==> src/include/keypad_menu_pkg.sv <==
package keypad_menu_pkg;
  // ----------------------------------------------------------------
  // Timing
  // ----------------------------------------------------------------
  localparam int unsigned CLK_HZ        = 20_000_000;
  localparam int unsigned DEBOUNCE_MS   = 20;
  localparam int unsigned HOLD_MS       = 500;
  localparam int unsigned REPEAT_MS     = 100;
  localparam int unsigned BLINK_MS      = 250;
  localparam int unsigned EDIT_TO_MS    = 5000;
  localparam int unsigned DEBOUNCE_CYC  = CLK_HZ / 1000 * DEBOUNCE_MS;
  localparam int unsigned HOLD_CYC      = CLK_HZ / 1000 * HOLD_MS;
  localparam int unsigned REPEAT_CYC    = CLK_HZ / 1000 * REPEAT_MS;
  localparam int unsigned BLINK_CYC     = CLK_HZ / 1000 * BLINK_MS;
  localparam int unsigned EDIT_TO_CYC   = CLK_HZ / 1000 * EDIT_TO_MS;
  localparam int unsigned CNT_W         = 27;
  // ----------------------------------------------------------------
  // Register map
  // ----------------------------------------------------------------
  localparam logic [7:0]  ADDR_CTRL     = 8'h00;
  localparam logic [7:0]  ADDR_REF_LO   = 8'h04;
  localparam logic [7:0]  ADDR_REF_HI   = 8'h08;
  localparam logic [7:0]  ADDR_REF      = 8'h0C;
  localparam logic [7:0]  ADDR_STATUS   = 8'h10;
  localparam int unsigned CTRL_RUN_LSB  = 0;
  localparam int unsigned CTRL_REF_LSB  = 2;
  localparam int unsigned CTRL_METH_LSB = 4;
  localparam int unsigned CTRL_TYPE_LSB = 7;
  localparam logic [15:0] REF_LO_RST    = 16'h0000;
  localparam logic [15:0] REF_HI_RST    = 16'h1770;
  localparam logic [15:0] REF_RST       = 16'h0000;
  localparam logic [1:0]  SRC_KEYPAD    = 2'h0;
  localparam logic [1:0]  SRC_TERMINAL  = 2'h1;
  localparam logic [1:0]  SRC_SERIAL    = 2'h2;
  // ----------------------------------------------------------------
  // Menu constants
  // ----------------------------------------------------------------
  localparam logic [4:0]  GRP_LAST      = 5'h16;
  localparam logic [4:0]  GRP_TUNE      = 5'h11;
  localparam logic [5:0]  TIDX_LAST_VF  = 6'h02;
  localparam logic [5:0]  TIDX_LAST_ALL = 6'h06;
  localparam logic [6:0]  NAMEPLATE_ALL = 7'h7E;
  localparam logic [2:0]  METH_VECTOR   = 3'h2;
  localparam logic [1:0]  DIGIT_LAST    = 2'h3;

  typedef enum logic [3:0] {
    ST_MONITOR = 4'h0, ST_GROUP  = 4'h1, ST_PLIST = 4'h3, ST_EDIT = 4'h2,
    ST_REFEDIT = 4'h6, ST_TMENU  = 4'h7, ST_TUNING = 4'h5, ST_TFAIL = 4'h4,
    ST_TDONE   = 4'hC
  } menu_e;

  typedef enum logic [2:0] {
    LBL_NONE = 3'h0, LBL_ROTATING = 3'h1, LBL_STATIONARY = 3'h2,
    LBL_WINDING = 3'h3, LBL_LOOP = 3'h4
  } label_e;

  typedef struct packed {
    logic run, stop, up, down, dir, screen, shift, enter;
  } key_s;

  typedef struct packed {
    logic running, reverse, stopping, fault, alarm, tune_fault, tune_done;
  } drive_s;

  typedef struct packed {
    logic fault, forward, backward, run, run_source, ref_source;
  } led_s;

  typedef struct packed {
    menu_e  menu;
    label_e label;
    logic   banner, fault_msg, incomplete;
  } screen_s;

  typedef struct packed {
    logic run, stop, reverse, fault_clear, tune_start, tune_abort, coast, motor_wr;
  } cmd_s;
endpackage : keypad_menu_pkg
==> src/hw/keypad_menu_controller.sv <==
// The register addresses and the plain strobed port were decided locally.
`timescale 1ns/1ns
module keypad_menu_controller
  import keypad_menu_pkg::*;
#(
  parameter int unsigned DEBOUNCE_P = DEBOUNCE_CYC,
  parameter int unsigned HOLD_P     = HOLD_CYC,
  parameter int unsigned REPEAT_P   = REPEAT_CYC,
  parameter int unsigned BLINK_P    = BLINK_CYC,
  parameter int unsigned EDIT_TO_P  = EDIT_TO_CYC
) (
  input  wire logic        mclk_i,
  input  wire logic        sys_rst_i,
  input  wire logic        ce_i,
  input  wire key_s        keys_i,
  input  wire drive_s      drive_i,
  input  wire logic [15:0] param_rd_i,
  input  wire logic [7:0]  addr_i,
  input  wire logic [31:0] wdata_i,
  input  wire logic        wstb_i,
  input  wire logic        rstb_i,
  output logic      [31:0] rdata_o,
  output led_s             led_o,
  output screen_s          screen_o,
  output cmd_s             cmd_o,
  output logic      [10:0] param_addr_o,
  output logic             param_wr_o,
  output logic      [15:0] param_wdata_o,
  output logic      [15:0] ref_o,
  output logic      [1:0]  digit_o
);
  // ----------------------------------------------------------------
  // Key conditioning
  // ----------------------------------------------------------------
  logic [7:0]       key_raw;
  logic [7:0]       sync1_ff;
  logic [7:0]       sync2_ff;
  logic [7:0]       stable_ff;
  logic [7:0]       press_ff;
  logic [CNT_W-1:0] db_cnt_ff [8];

  assign key_raw = keys_i;

  always_ff @(posedge mclk_i or posedge sys_rst_i) begin
    if (sys_rst_i) begin
      sync1_ff <= 8'h00;
      sync2_ff <= 8'h00;
    end else if (ce_i) begin
      sync1_ff <= key_raw;
      sync2_ff <= sync1_ff;
    end
  end

  // Per-key filter; a bounce restarts the settle count
  for (genvar k = 0; k < 8; k++) begin : g_key
    always_ff @(posedge mclk_i or posedge sys_rst_i) begin
      if (sys_rst_i) begin
        db_cnt_ff[k] <= '0;
        stable_ff[k] <= 1'b0;
        press_ff[k]  <= 1'b0;
      end else if (ce_i) begin
        press_ff[k] <= 1'b0;
        if (sync2_ff[k] == stable_ff[k]) begin
          db_cnt_ff[k] <= '0;
        end else if (db_cnt_ff[k] == CNT_W'(DEBOUNCE_P - 1)) begin
          db_cnt_ff[k] <= '0;
          stable_ff[k] <= sync2_ff[k];
          press_ff[k]  <= sync2_ff[k];
        end else begin
          db_cnt_ff[k] <= db_cnt_ff[k] + CNT_W'(1);
        end
      end
    end
  end

  key_s press;
  key_s held;
  assign press = press_ff;
  assign held  = stable_ff;

  // ----------------------------------------------------------------
  // Auto-repeat and blink
  // ----------------------------------------------------------------
  logic [CNT_W-1:0] hold_cnt_ff;
  logic             rep_ff;
  logic [CNT_W-1:0] blink_cnt_ff;
  logic             blink_ff;
  logic             inc_ev;
  logic             dec_ev;

  always_ff @(posedge mclk_i or posedge sys_rst_i) begin
    if (sys_rst_i) begin
      hold_cnt_ff <= '0;
      rep_ff      <= 1'b0;
    end else if (ce_i) begin
      rep_ff <= 1'b0;
      if (held.up == held.down) begin
        hold_cnt_ff <= '0;
      end else if (hold_cnt_ff == CNT_W'(HOLD_P - 1)) begin
        rep_ff      <= 1'b1;
        hold_cnt_ff <= CNT_W'(HOLD_P - REPEAT_P);
      end else begin
        hold_cnt_ff <= hold_cnt_ff + CNT_W'(1);
      end
    end
  end

  assign inc_ev = press.up | (rep_ff & held.up);
  assign dec_ev = press.down | (rep_ff & held.down);

  // One free-running generator keeps all flashing LEDs in phase
  always_ff @(posedge mclk_i or posedge sys_rst_i) begin
    if (sys_rst_i) begin
      blink_cnt_ff <= '0;
      blink_ff     <= 1'b0;
    end else if (ce_i) begin
      if (blink_cnt_ff == CNT_W'(BLINK_P - 1)) begin
        blink_cnt_ff <= '0;
        blink_ff     <= ~blink_ff;
      end else begin
        blink_cnt_ff <= blink_cnt_ff + CNT_W'(1);
      end
    end
  end

  // ----------------------------------------------------------------
  // Register file
  // ----------------------------------------------------------------
  logic [1:0]  run_src_ff;
  logic [1:0]  ref_src_ff;
  logic [2:0]  method_ff;
  logic [2:0]  tune_type_ff;
  logic [15:0] ref_lo_ff;
  logic [15:0] ref_hi_ff;
  logic [15:0] ref_ff;
  logic [15:0] edit_ff;
  logic [15:0] step;
  logic [1:0]  digit_ff;
  menu_e       state_ff;
  logic [6:0]  plate_ff;
  logic [4:0]  grp_ff;
  logic [5:0]  idx_ff;
  logic        commit;

  always_ff @(posedge mclk_i or posedge sys_rst_i) begin
    if (sys_rst_i) begin
      run_src_ff   <= SRC_KEYPAD;
      ref_src_ff   <= SRC_KEYPAD;
      method_ff    <= 3'h0;
      tune_type_ff <= 3'h0;
      ref_lo_ff    <= REF_LO_RST;
      ref_hi_ff    <= REF_HI_RST;
    end else if (ce_i) begin
      if (wstb_i && addr_i == ADDR_CTRL) begin
        run_src_ff   <= wdata_i[CTRL_RUN_LSB +: 2];
        ref_src_ff   <= wdata_i[CTRL_REF_LSB +: 2];
        method_ff    <= wdata_i[CTRL_METH_LSB +: 3];
        tune_type_ff <= wdata_i[CTRL_TYPE_LSB +: 3];
      end else if (commit && grp_ff == GRP_TUNE && idx_ff == 6'h00) begin
        tune_type_ff <= edit_ff[2:0];
      end
      if (wstb_i && addr_i == ADDR_REF_LO) begin
        ref_lo_ff <= wdata_i[15:0];
      end
      if (wstb_i && addr_i == ADDR_REF_HI) begin
        ref_hi_ff <= wdata_i[15:0];
      end
    end
  end

  always_ff @(posedge mclk_i or posedge sys_rst_i) begin
    if (sys_rst_i) begin
      rdata_o <= '0;
    end else if (ce_i) begin
      rdata_o <= '0;
      if (rstb_i) begin
        unique case (addr_i)
          ADDR_CTRL:   rdata_o <= {22'h0, tune_type_ff, method_ff, ref_src_ff, run_src_ff};
          ADDR_REF_LO: rdata_o <= {16'h0, ref_lo_ff};
          ADDR_REF_HI: rdata_o <= {16'h0, ref_hi_ff};
          ADDR_REF:    rdata_o <= {16'h0, ref_ff};
          ADDR_STATUS: rdata_o <= {17'h0, plate_ff, digit_ff, 2'h0, state_ff};
          default:     rdata_o <= '0;
        endcase
      end
    end
  end

  // ----------------------------------------------------------------
  // Menu machine
  // ----------------------------------------------------------------
  logic             tune_hidden;
  logic [5:0]       tidx_last;
  logic [CNT_W-1:0] to_cnt_ff;
  logic             timeout;
  logic             editing;

  assign tune_hidden = drive_i.running | drive_i.fault | drive_i.alarm;
  assign tidx_last   = (method_ff >= METH_VECTOR) ? TIDX_LAST_ALL : TIDX_LAST_VF;
  assign editing     = (state_ff == ST_EDIT) || (state_ff == ST_REFEDIT);
  assign timeout     = editing && to_cnt_ff == CNT_W'(EDIT_TO_P - 1);
  assign commit      = (state_ff == ST_EDIT) && press.enter && !timeout;

  always_comb begin
    unique case (digit_ff)
      2'h0: step = 16'h0001;
      2'h1: step = 16'h000A;
      2'h2: step = 16'h0064;
      2'h3: step = 16'h03E8;
    endcase
  end

  // Any key press or auto-repeat step restarts the edit timeout
  always_ff @(posedge mclk_i or posedge sys_rst_i) begin
    if (sys_rst_i) begin
      to_cnt_ff <= '0;
    end else if (ce_i) begin
      if (!editing || press != '0 || rep_ff) begin
        to_cnt_ff <= '0;
      end else if (!timeout) begin
        to_cnt_ff <= to_cnt_ff + CNT_W'(1);
      end
    end
  end

  always_ff @(posedge mclk_i or posedge sys_rst_i) begin
    if (sys_rst_i) begin
      state_ff <= ST_MONITOR;
      grp_ff   <= 5'h00;
      idx_ff   <= 6'h00;
    end else if (ce_i) begin
      unique case (state_ff)
        ST_MONITOR: begin
          if (press.screen) begin
            state_ff <= ST_GROUP;
          end else if (inc_ev || dec_ev) begin
            state_ff <= ST_REFEDIT;
          end
        end
        ST_GROUP: begin
          if (press.screen) begin
            state_ff <= ST_MONITOR;
          end else if (press.enter) begin
            idx_ff   <= 6'h00;
            state_ff <= (grp_ff == GRP_TUNE) ? ST_TMENU : ST_PLIST;
          end else if (inc_ev) begin
            if (grp_ff == GRP_LAST) begin
              grp_ff <= 5'h00;
            end else if (grp_ff + 5'h01 == GRP_TUNE && tune_hidden) begin
              grp_ff <= GRP_TUNE + 5'h01;
            end else begin
              grp_ff <= grp_ff + 5'h01;
            end
          end else if (dec_ev) begin
            if (grp_ff == 5'h00) begin
              grp_ff <= GRP_LAST;
            end else if (grp_ff - 5'h01 == GRP_TUNE && tune_hidden) begin
              grp_ff <= GRP_TUNE - 5'h01;
            end else begin
              grp_ff <= grp_ff - 5'h01;
            end
          end
        end
        ST_PLIST: begin
          if (press.screen) begin
            state_ff <= ST_MONITOR;
          end else if (press.enter) begin
            state_ff <= ST_EDIT;
          end else if (inc_ev) begin
            idx_ff <= idx_ff + 6'h01;
          end else if (dec_ev) begin
            idx_ff <= idx_ff - 6'h01;
          end
        end
        ST_TMENU: begin
          if (press.screen) begin
            state_ff <= ST_MONITOR;
          end else if (press.run && plate_ff == NAMEPLATE_ALL && !tune_hidden) begin
            state_ff <= ST_TUNING;
          end else if (press.enter) begin
            state_ff <= ST_EDIT;
          end else if (inc_ev) begin
            idx_ff <= (idx_ff >= tidx_last) ? 6'h00 : idx_ff + 6'h01;
          end else if (dec_ev) begin
            idx_ff <= (idx_ff == 6'h00) ? tidx_last : idx_ff - 6'h01;
          end
        end
        ST_EDIT: begin
          if (timeout) begin
            state_ff <= ST_MONITOR;
          end else if (press.enter) begin
            state_ff <= (grp_ff == GRP_TUNE) ? ST_TMENU : ST_PLIST;
          end
        end
        ST_REFEDIT: begin
          if (timeout || press.enter) begin
            state_ff <= ST_MONITOR;
          end
        end
        ST_TUNING: begin
          if (press.stop) begin
            state_ff <= ST_TMENU;
          end else if (drive_i.tune_fault) begin
            state_ff <= ST_TFAIL;
          end else if (drive_i.tune_done) begin
            state_ff <= ST_TDONE;
          end
        end
        ST_TFAIL: begin
          if (press.shift) begin
            state_ff <= ST_TMENU;
          end
        end
        ST_TDONE: begin
          if (press.screen) begin
            state_ff <= ST_MONITOR;
          end
        end
        default: state_ff <= ST_MONITOR;
      endcase
    end
  end

  // ----------------------------------------------------------------
  // Edit values
  // ----------------------------------------------------------------
  // Plain parameters saturate; only the reference wraps
  always_ff @(posedge mclk_i or posedge sys_rst_i) begin
    if (sys_rst_i) begin
      edit_ff  <= 16'h0000;
      digit_ff <= 2'h0;
    end else if (ce_i) begin
      if ((state_ff == ST_PLIST || state_ff == ST_TMENU) && press.enter) begin
        edit_ff  <= param_rd_i;
        digit_ff <= 2'h0;
      end else if (state_ff == ST_MONITOR && (inc_ev || dec_ev)) begin
        edit_ff  <= ref_ff;
        digit_ff <= 2'h0;
      end else if (editing) begin
        if (press.shift) begin
          digit_ff <= (digit_ff == DIGIT_LAST) ? 2'h0 : digit_ff + 2'h1;
        end else if (inc_ev) begin
          if (state_ff == ST_REFEDIT) begin
            edit_ff <= ({1'b0, edit_ff} + {1'b0, step} > {1'b0, ref_hi_ff}) ?
                       ref_lo_ff : edit_ff + step;
          end else begin
            edit_ff <= ({1'b0, edit_ff} + {1'b0, step} > 17'h0FFFF) ? 16'hFFFF : edit_ff + step;
          end
        end else if (dec_ev) begin
          if (state_ff == ST_REFEDIT) begin
            edit_ff <= ({1'b0, edit_ff} < {1'b0, ref_lo_ff} + {1'b0, step}) ?
                       ref_hi_ff : edit_ff - step;
          end else begin
            edit_ff <= (edit_ff < step) ? 16'h0000 : edit_ff - step;
          end
        end
      end
    end
  end

  always_ff @(posedge mclk_i or posedge sys_rst_i) begin
    if (sys_rst_i) begin
      ref_ff <= REF_RST;
    end else if (ce_i) begin
      if (wstb_i && addr_i == ADDR_REF) begin
        ref_ff <= wdata_i[15:0];
      end else if (state_ff == ST_REFEDIT && press.enter && !timeout) begin
        ref_ff <= edit_ff;
      end
    end
  end

  // Nameplate entries 17-01..17-06 must each be saved once
  always_ff @(posedge mclk_i or posedge sys_rst_i) begin
    if (sys_rst_i) begin
      plate_ff <= 7'h00;
    end else if (ce_i) begin
      if (commit && grp_ff == GRP_TUNE && idx_ff <= 6'h06) begin
        plate_ff[idx_ff[2:0]] <= 1'b1;
      end
    end
  end

  // ----------------------------------------------------------------
  // Outputs
  // ----------------------------------------------------------------
  logic   dir_rev_ff;
  label_e label;

  always_comb begin
    unique case (tune_type_ff)
      3'h0:    label = LBL_ROTATING;
      3'h1:    label = LBL_STATIONARY;
      3'h2:    label = LBL_WINDING;
      3'h4:    label = LBL_LOOP;
      default: label = LBL_NONE;
    endcase
  end

  always_ff @(posedge mclk_i or posedge sys_rst_i) begin
    if (sys_rst_i) begin
      dir_rev_ff <= 1'b0;
    end else if (ce_i && press.dir) begin
      dir_rev_ff <= ~dir_rev_ff;
    end
  end

  always_ff @(posedge mclk_i or posedge sys_rst_i) begin
    if (sys_rst_i) begin
      cmd_o         <= '0;
      param_wr_o    <= 1'b0;
      param_wdata_o <= 16'h0000;
      param_addr_o  <= 11'h000;
    end else if (ce_i) begin
      cmd_o.run         <= press.run && state_ff != ST_TMENU && state_ff != ST_TUNING;
      cmd_o.stop        <= press.stop;
      cmd_o.reverse     <= dir_rev_ff;
      cmd_o.fault_clear <= press.shift && (drive_i.fault || state_ff == ST_TFAIL);
      cmd_o.tune_start  <= state_ff == ST_TMENU && press.run && plate_ff == NAMEPLATE_ALL && !tune_hidden;
      cmd_o.tune_abort  <= state_ff == ST_TUNING && press.stop;
      cmd_o.coast       <= state_ff == ST_TFAIL;
      cmd_o.motor_wr    <= state_ff == ST_TUNING && !press.stop && !drive_i.tune_fault
                           && drive_i.tune_done;
      param_wr_o        <= commit;
      param_wdata_o     <= edit_ff;
      param_addr_o      <= {grp_ff, idx_ff};
    end
  end

  always_ff @(posedge mclk_i or posedge sys_rst_i) begin
    if (sys_rst_i) begin
      led_o    <= '0;
      screen_o <= '{menu: ST_MONITOR, label: LBL_NONE, default: 1'b0};
      ref_o    <= REF_RST;
      digit_o  <= 2'h0;
    end else if (ce_i) begin
      led_o.fault      <= drive_i.fault | drive_i.alarm;
      led_o.forward    <= !drive_i.reverse && (drive_i.stopping ? blink_ff : drive_i.running);
      led_o.backward   <= drive_i.reverse && (drive_i.stopping ? blink_ff : drive_i.running);
      led_o.run_source <= run_src_ff == SRC_TERMINAL || run_src_ff == SRC_SERIAL;
      led_o.ref_source <= ref_src_ff == SRC_TERMINAL || ref_src_ff == SRC_SERIAL;
      unique case (state_ff)
        ST_TUNING: led_o.run <= 1'b1;
        ST_TFAIL:  led_o.run <= blink_ff;
        ST_TDONE:  led_o.run <= 1'b0;
        default:   led_o.run <= drive_i.stopping ? blink_ff : drive_i.running;
      endcase
      screen_o.menu       <= state_ff;
      screen_o.label      <= (state_ff == ST_TUNING) ? label : LBL_NONE;
      screen_o.banner     <= state_ff == ST_TUNING;
      screen_o.fault_msg  <= state_ff == ST_TFAIL;
      screen_o.incomplete <= state_ff == ST_TFAIL;
      ref_o               <= editing ? edit_ff : ref_ff;
      digit_o             <= digit_ff;
    end
  end
endmodule : keypad_menu_controller

==> config.mk <==
export PLATFORM = sky130hd
export DESIGN_NAME = keypad_menu_controller
export DESIGN_NICKNAME = d
export VERILOG_FILES = /design/src/include/keypad_menu_pkg.sv /design/src/hw/keypad_menu_controller.sv
export SDC_FILE = /design/constraint.sdc
export NUM_CORES = 2
export LEC_CHECK = 0
export BUFFER_PORTS_ARGS = -buffer_cell sky130_fd_sc_hd__clkbuf_2
export CORE_ASPECT_RATIO = 1.4
export CORE_MARGIN = 2
export CORE_UTILIZATION = 50
export DETAILED_ROUTE_END_ITERATION = 10
export PLACE_DENSITY = 0.68
export SYNTH_ARGS = -nofsm -noshare
export SYNTH_HDL_FRONTEND = slang
export SYNTH_SLANG_ARGS = --single-unit
==> constraint.sdc <==
create_clock -name mclk_i -period 22 [get_ports mclk_i]
set_input_delay 4.4 -clock mclk_i [delete_from_list [all_inputs] [get_ports mclk_i]]
set_output_delay 4.4 -clock mclk_i [all_outputs]
set_load 0.05 [all_outputs]
==> metrics <==
Total GRT Usage 0.2630; Post-Synthesis Cells 3,168; VDD IR-drop max 73.68 uV; crit-path max cell delay 0.67 ns; Clock Path Buffers 3; Fillers 5,082; RR Endpoint edit_ff[6]$_DFFE_PP0P_; XOR/XNOR share of the synthesized area 0.04711; RSZ-0062 raised after global routing no; largest net degree at the start of global routing 93; Post-DP HPWL 55.90 mm; Mean Syn Cell Area 9.156 um^2; Worst-path clk slew 0.06 ns; leakage power 14.33 nW; Final Cycle Share 0.3221; pwr dens 83.70 nW/um^2; Tmin final 7.087 ns; CTS Buf Count 53; Sink Count 514; Die Ht 289.0 um; Yosys warning total 0; Post-Route WL 80.05 mm; fin nets 3,401; Ports 178; Worst setup EP type flop; Fin Hold WS 0.4824 ns; number of enable flip-flop cells after synthesis 0; Synth Register Bits 514; Die Area 59,980 um^2; die extent in x 207.6 um; post-synth top area share 0.4374; layout cell share with drive strength beyond 1 0.1230; worst slew pin tran 1.233 ns; status complete, no violations; Critical Path AT 7.61 ns; CTS tree built; Compound-Gate Fraction of Synth Area 0.1806; Hold-fix buffers, CTS 0; Worst setup startpoint ce_i; mux cell area share after synthesis 0.04767; GR Overflow Total 0; sequential area share after synthesis 0.4437; initial antenna violation count 0; vias per cell 6.179; port bufs 145; # Post-CTS Setup Buffers 0; r2r worst-path depth 17; Synth top cells by count 507 x dfrtp_1, 430 x nand2_1, 315 x o21ai_0, 230 x nor2_1, 143 x nand3_1; max frequency 141.1 MHz; synth top area cells dfrtp_1 44%, nand2_1 5.6%, o21ai_0 5.4%; largest fanout on the critical path 76; largest area contributor in the netlist dfrtp_1; Syn-to-layout area delta 10.74%; Max transition margin 0.1780; post-route setup TNS 0 ns; clock skew 0.02044 ns; total power 0.002688 W; capture point of the worst path db_cnt_ff[146]$_DFFE_PP0P_; num rows 104; H-Tree Level Count 2; register area 12,870 um^2; dominant synthesized flop cell dfrtp_1; Post-synth ARST share 1.000; number of max-cap violations 0; starting density of the core 0.5055; Setup-failing EPs final 0; DR iter-0 viols 2,302; Clk Latency, worst-skew pair 0.62 ns; global-route wire length before repair 128.9 mm; Core Util, Final 0.5597; Post-Syn Area 29,010 um^2; CTS Root Cell clkbuf_16; GPL Wtd Cong 1.062; most frequent cell after synthesis dfrtp_1; vias in the first global route 24,510; DRT antenna net count 0; post-synthesis simple-gate area fraction 0.2035; critical-path cell list buf_8 -> buf_4 -> buf_4 -> nand2_1 -> or2_0 -> nor2_1 -> a31oi_1 -> a31oi_1; DRC 0; Fin. Hold Viols 0; FF-to-FF Start digit_ff[1]$_DFFE_PP0P_; post-synthesis adder-cell area fraction 0.03787; multi-input logic area 15,060 um^2; Critical Path Source Type input pin; Worst EP required 22.53 ns; Worst R2R Setup Slack 15.79 ns; largest family of logic cells by synthesized area simple AND/OR/NAND/NOR gates; Worst Hold Class flop to flop; drt wl/cell 19.88 um; post-CTS sizing 0; Pre-Repair DR Iteration Count 8; Slowest cell on crit path buf_4; critical path class input pin to flop; vias 24,880; fin. max-slew vios 0; CORE AREA 57,390 um^2; count of cell types in the netlist 90
## worst min-delay path by stage
stage	from	to	slack, ns	cells past startpoint
4_1_cts	to_cnt_ff[4]$_DFFE_PP0P_	to_cnt_ff[4]$_DFFE_PP0P_	0.48	1
6_report	to_cnt_ff[4]$_DFFE_PP0P_	to_cnt_ff[4]$_DFFE_PP0P_	0.48	1
2_1_floorplan	dir_rev_ff$_DFFE_PP0P_	dir_rev_ff$_DFFE_PP0P_	0.44	1
3_3_place_gp	to_cnt_ff[4]$_DFFE_PP0P_	to_cnt_ff[4]$_DFFE_PP0P_	0.46	1
5_1_grt	rdata_o[11]$_DFFE_PP0P_	rdata_o[11]$_DFFE_PP0P_	0.50	1
3_5_place_dp	to_cnt_ff[4]$_DFFE_PP0P_	to_cnt_ff[4]$_DFFE_PP0P_	0.47	1
## cell families after synthesis
logic type	Yosys count
AO/OA/AOI/OAI	799
other	1
XOR/XNOR	156
multiplexers	128
adder cells (fa/ha/maj)	86
flip-flops	514
AND/OR/NAND/NOR	1213
buffers and inverters	271
## registers in the layout (all words and copies together) (netlist names), 9 cells and up
name           flops
blink_cnt_ff      27
db_cnt_ff        216
edit_ff           16
hold_cnt_ff       27
param_addr_o      11
param_wdata_o     16
rdata_o           16
ref_ff            16
ref_hi_ff         16
ref_lo_ff         16
ref_o             16
screen_o           9
to_cnt_ff         27
## stage by stage
| step | std cells | setup WS [ns] | area (um^2) |
|---|---|---|---|
| after global routing | 4026 | 14.69 | 32120 |
| after floorplan | 3183 | 3.255 | 29060 |
| final | 4027 | 14.91 | 32120 |
| after detailed placement | 3926 | 14.33 | 30190 |
| after global placement | 3926 | 14.40 | 30190 |
| after CTS | 4026 | 14.98 | 32120 |
## layer usage
| metal | share of wire | GRT usage | wire (um) |
|---|---|---|---|
| met5 | 0 | 0 | 0 |
| met4 | 0.060 | 0.1464 | 4791 |
| met3 | 0.052 | 0.03295 | 4192 |
| met2 | 0.49 | 0.4544 | 38890 |
| met1 | 0.40 | 0.3206 | 32170 |
## placed cells by master, fill, tap and decap left out, types with 10 or more instances in the layout
cell	n
a211oi_1	11
a21o_1	25
a21oi_1	104
a222oi_1	15
a22o_1	38
a31oi_1	30
and2_1	27
and3_1	83
and4_1	23
buf_4	29
bufinv_16	10
clkbuf_16	55
clkbuf_2	144
conb_1	16
dfrtp_1	507
ha_1	83
inv_1	96
mux2_2	81
mux2i_1	47
nand2_1	430
nand2b_1	24
nand3_1	143
nand4_1	62
nor2_1	229
nor2b_1	26
nor3_1	48
nor4_1	41
o211ai_1	10
o21ai_0	314
o21ai_1	11
o221ai_1	10
o22ai_1	12
o2bb2ai_1	45
o31ai_1	72
o41ai_1	19
or3_1	17
xnor2_1	64
xor2_1	92
## critical path: cells and delay by family
kind	cells	cell delay [ns]
compound gates	2	0.27
buf+inv	3	1.57
simple gates	3	1.21
## layout make-up
class,count,share of cell area
multi-input combinational,2398,0.4687
sequential,514,0.4007
clock buffer,68,0.04593
timing repair buffer,174,0.02968
tap,742,0.02890
clock inverter,32,0.01422
inverter,98,0.01176
antenna,1,0.00007791
## where the power goes
part,leakage (nW),switching [W],internal [W]
Combinational,6.55,0.000379,0.000188
Sequential,6.85,0.000110,0.00101
Clock,0.928,0.000404,0.000595
Total,14.3,0.000892,0.00180
No activity file was read; power rests on OpenSTA's default activity.
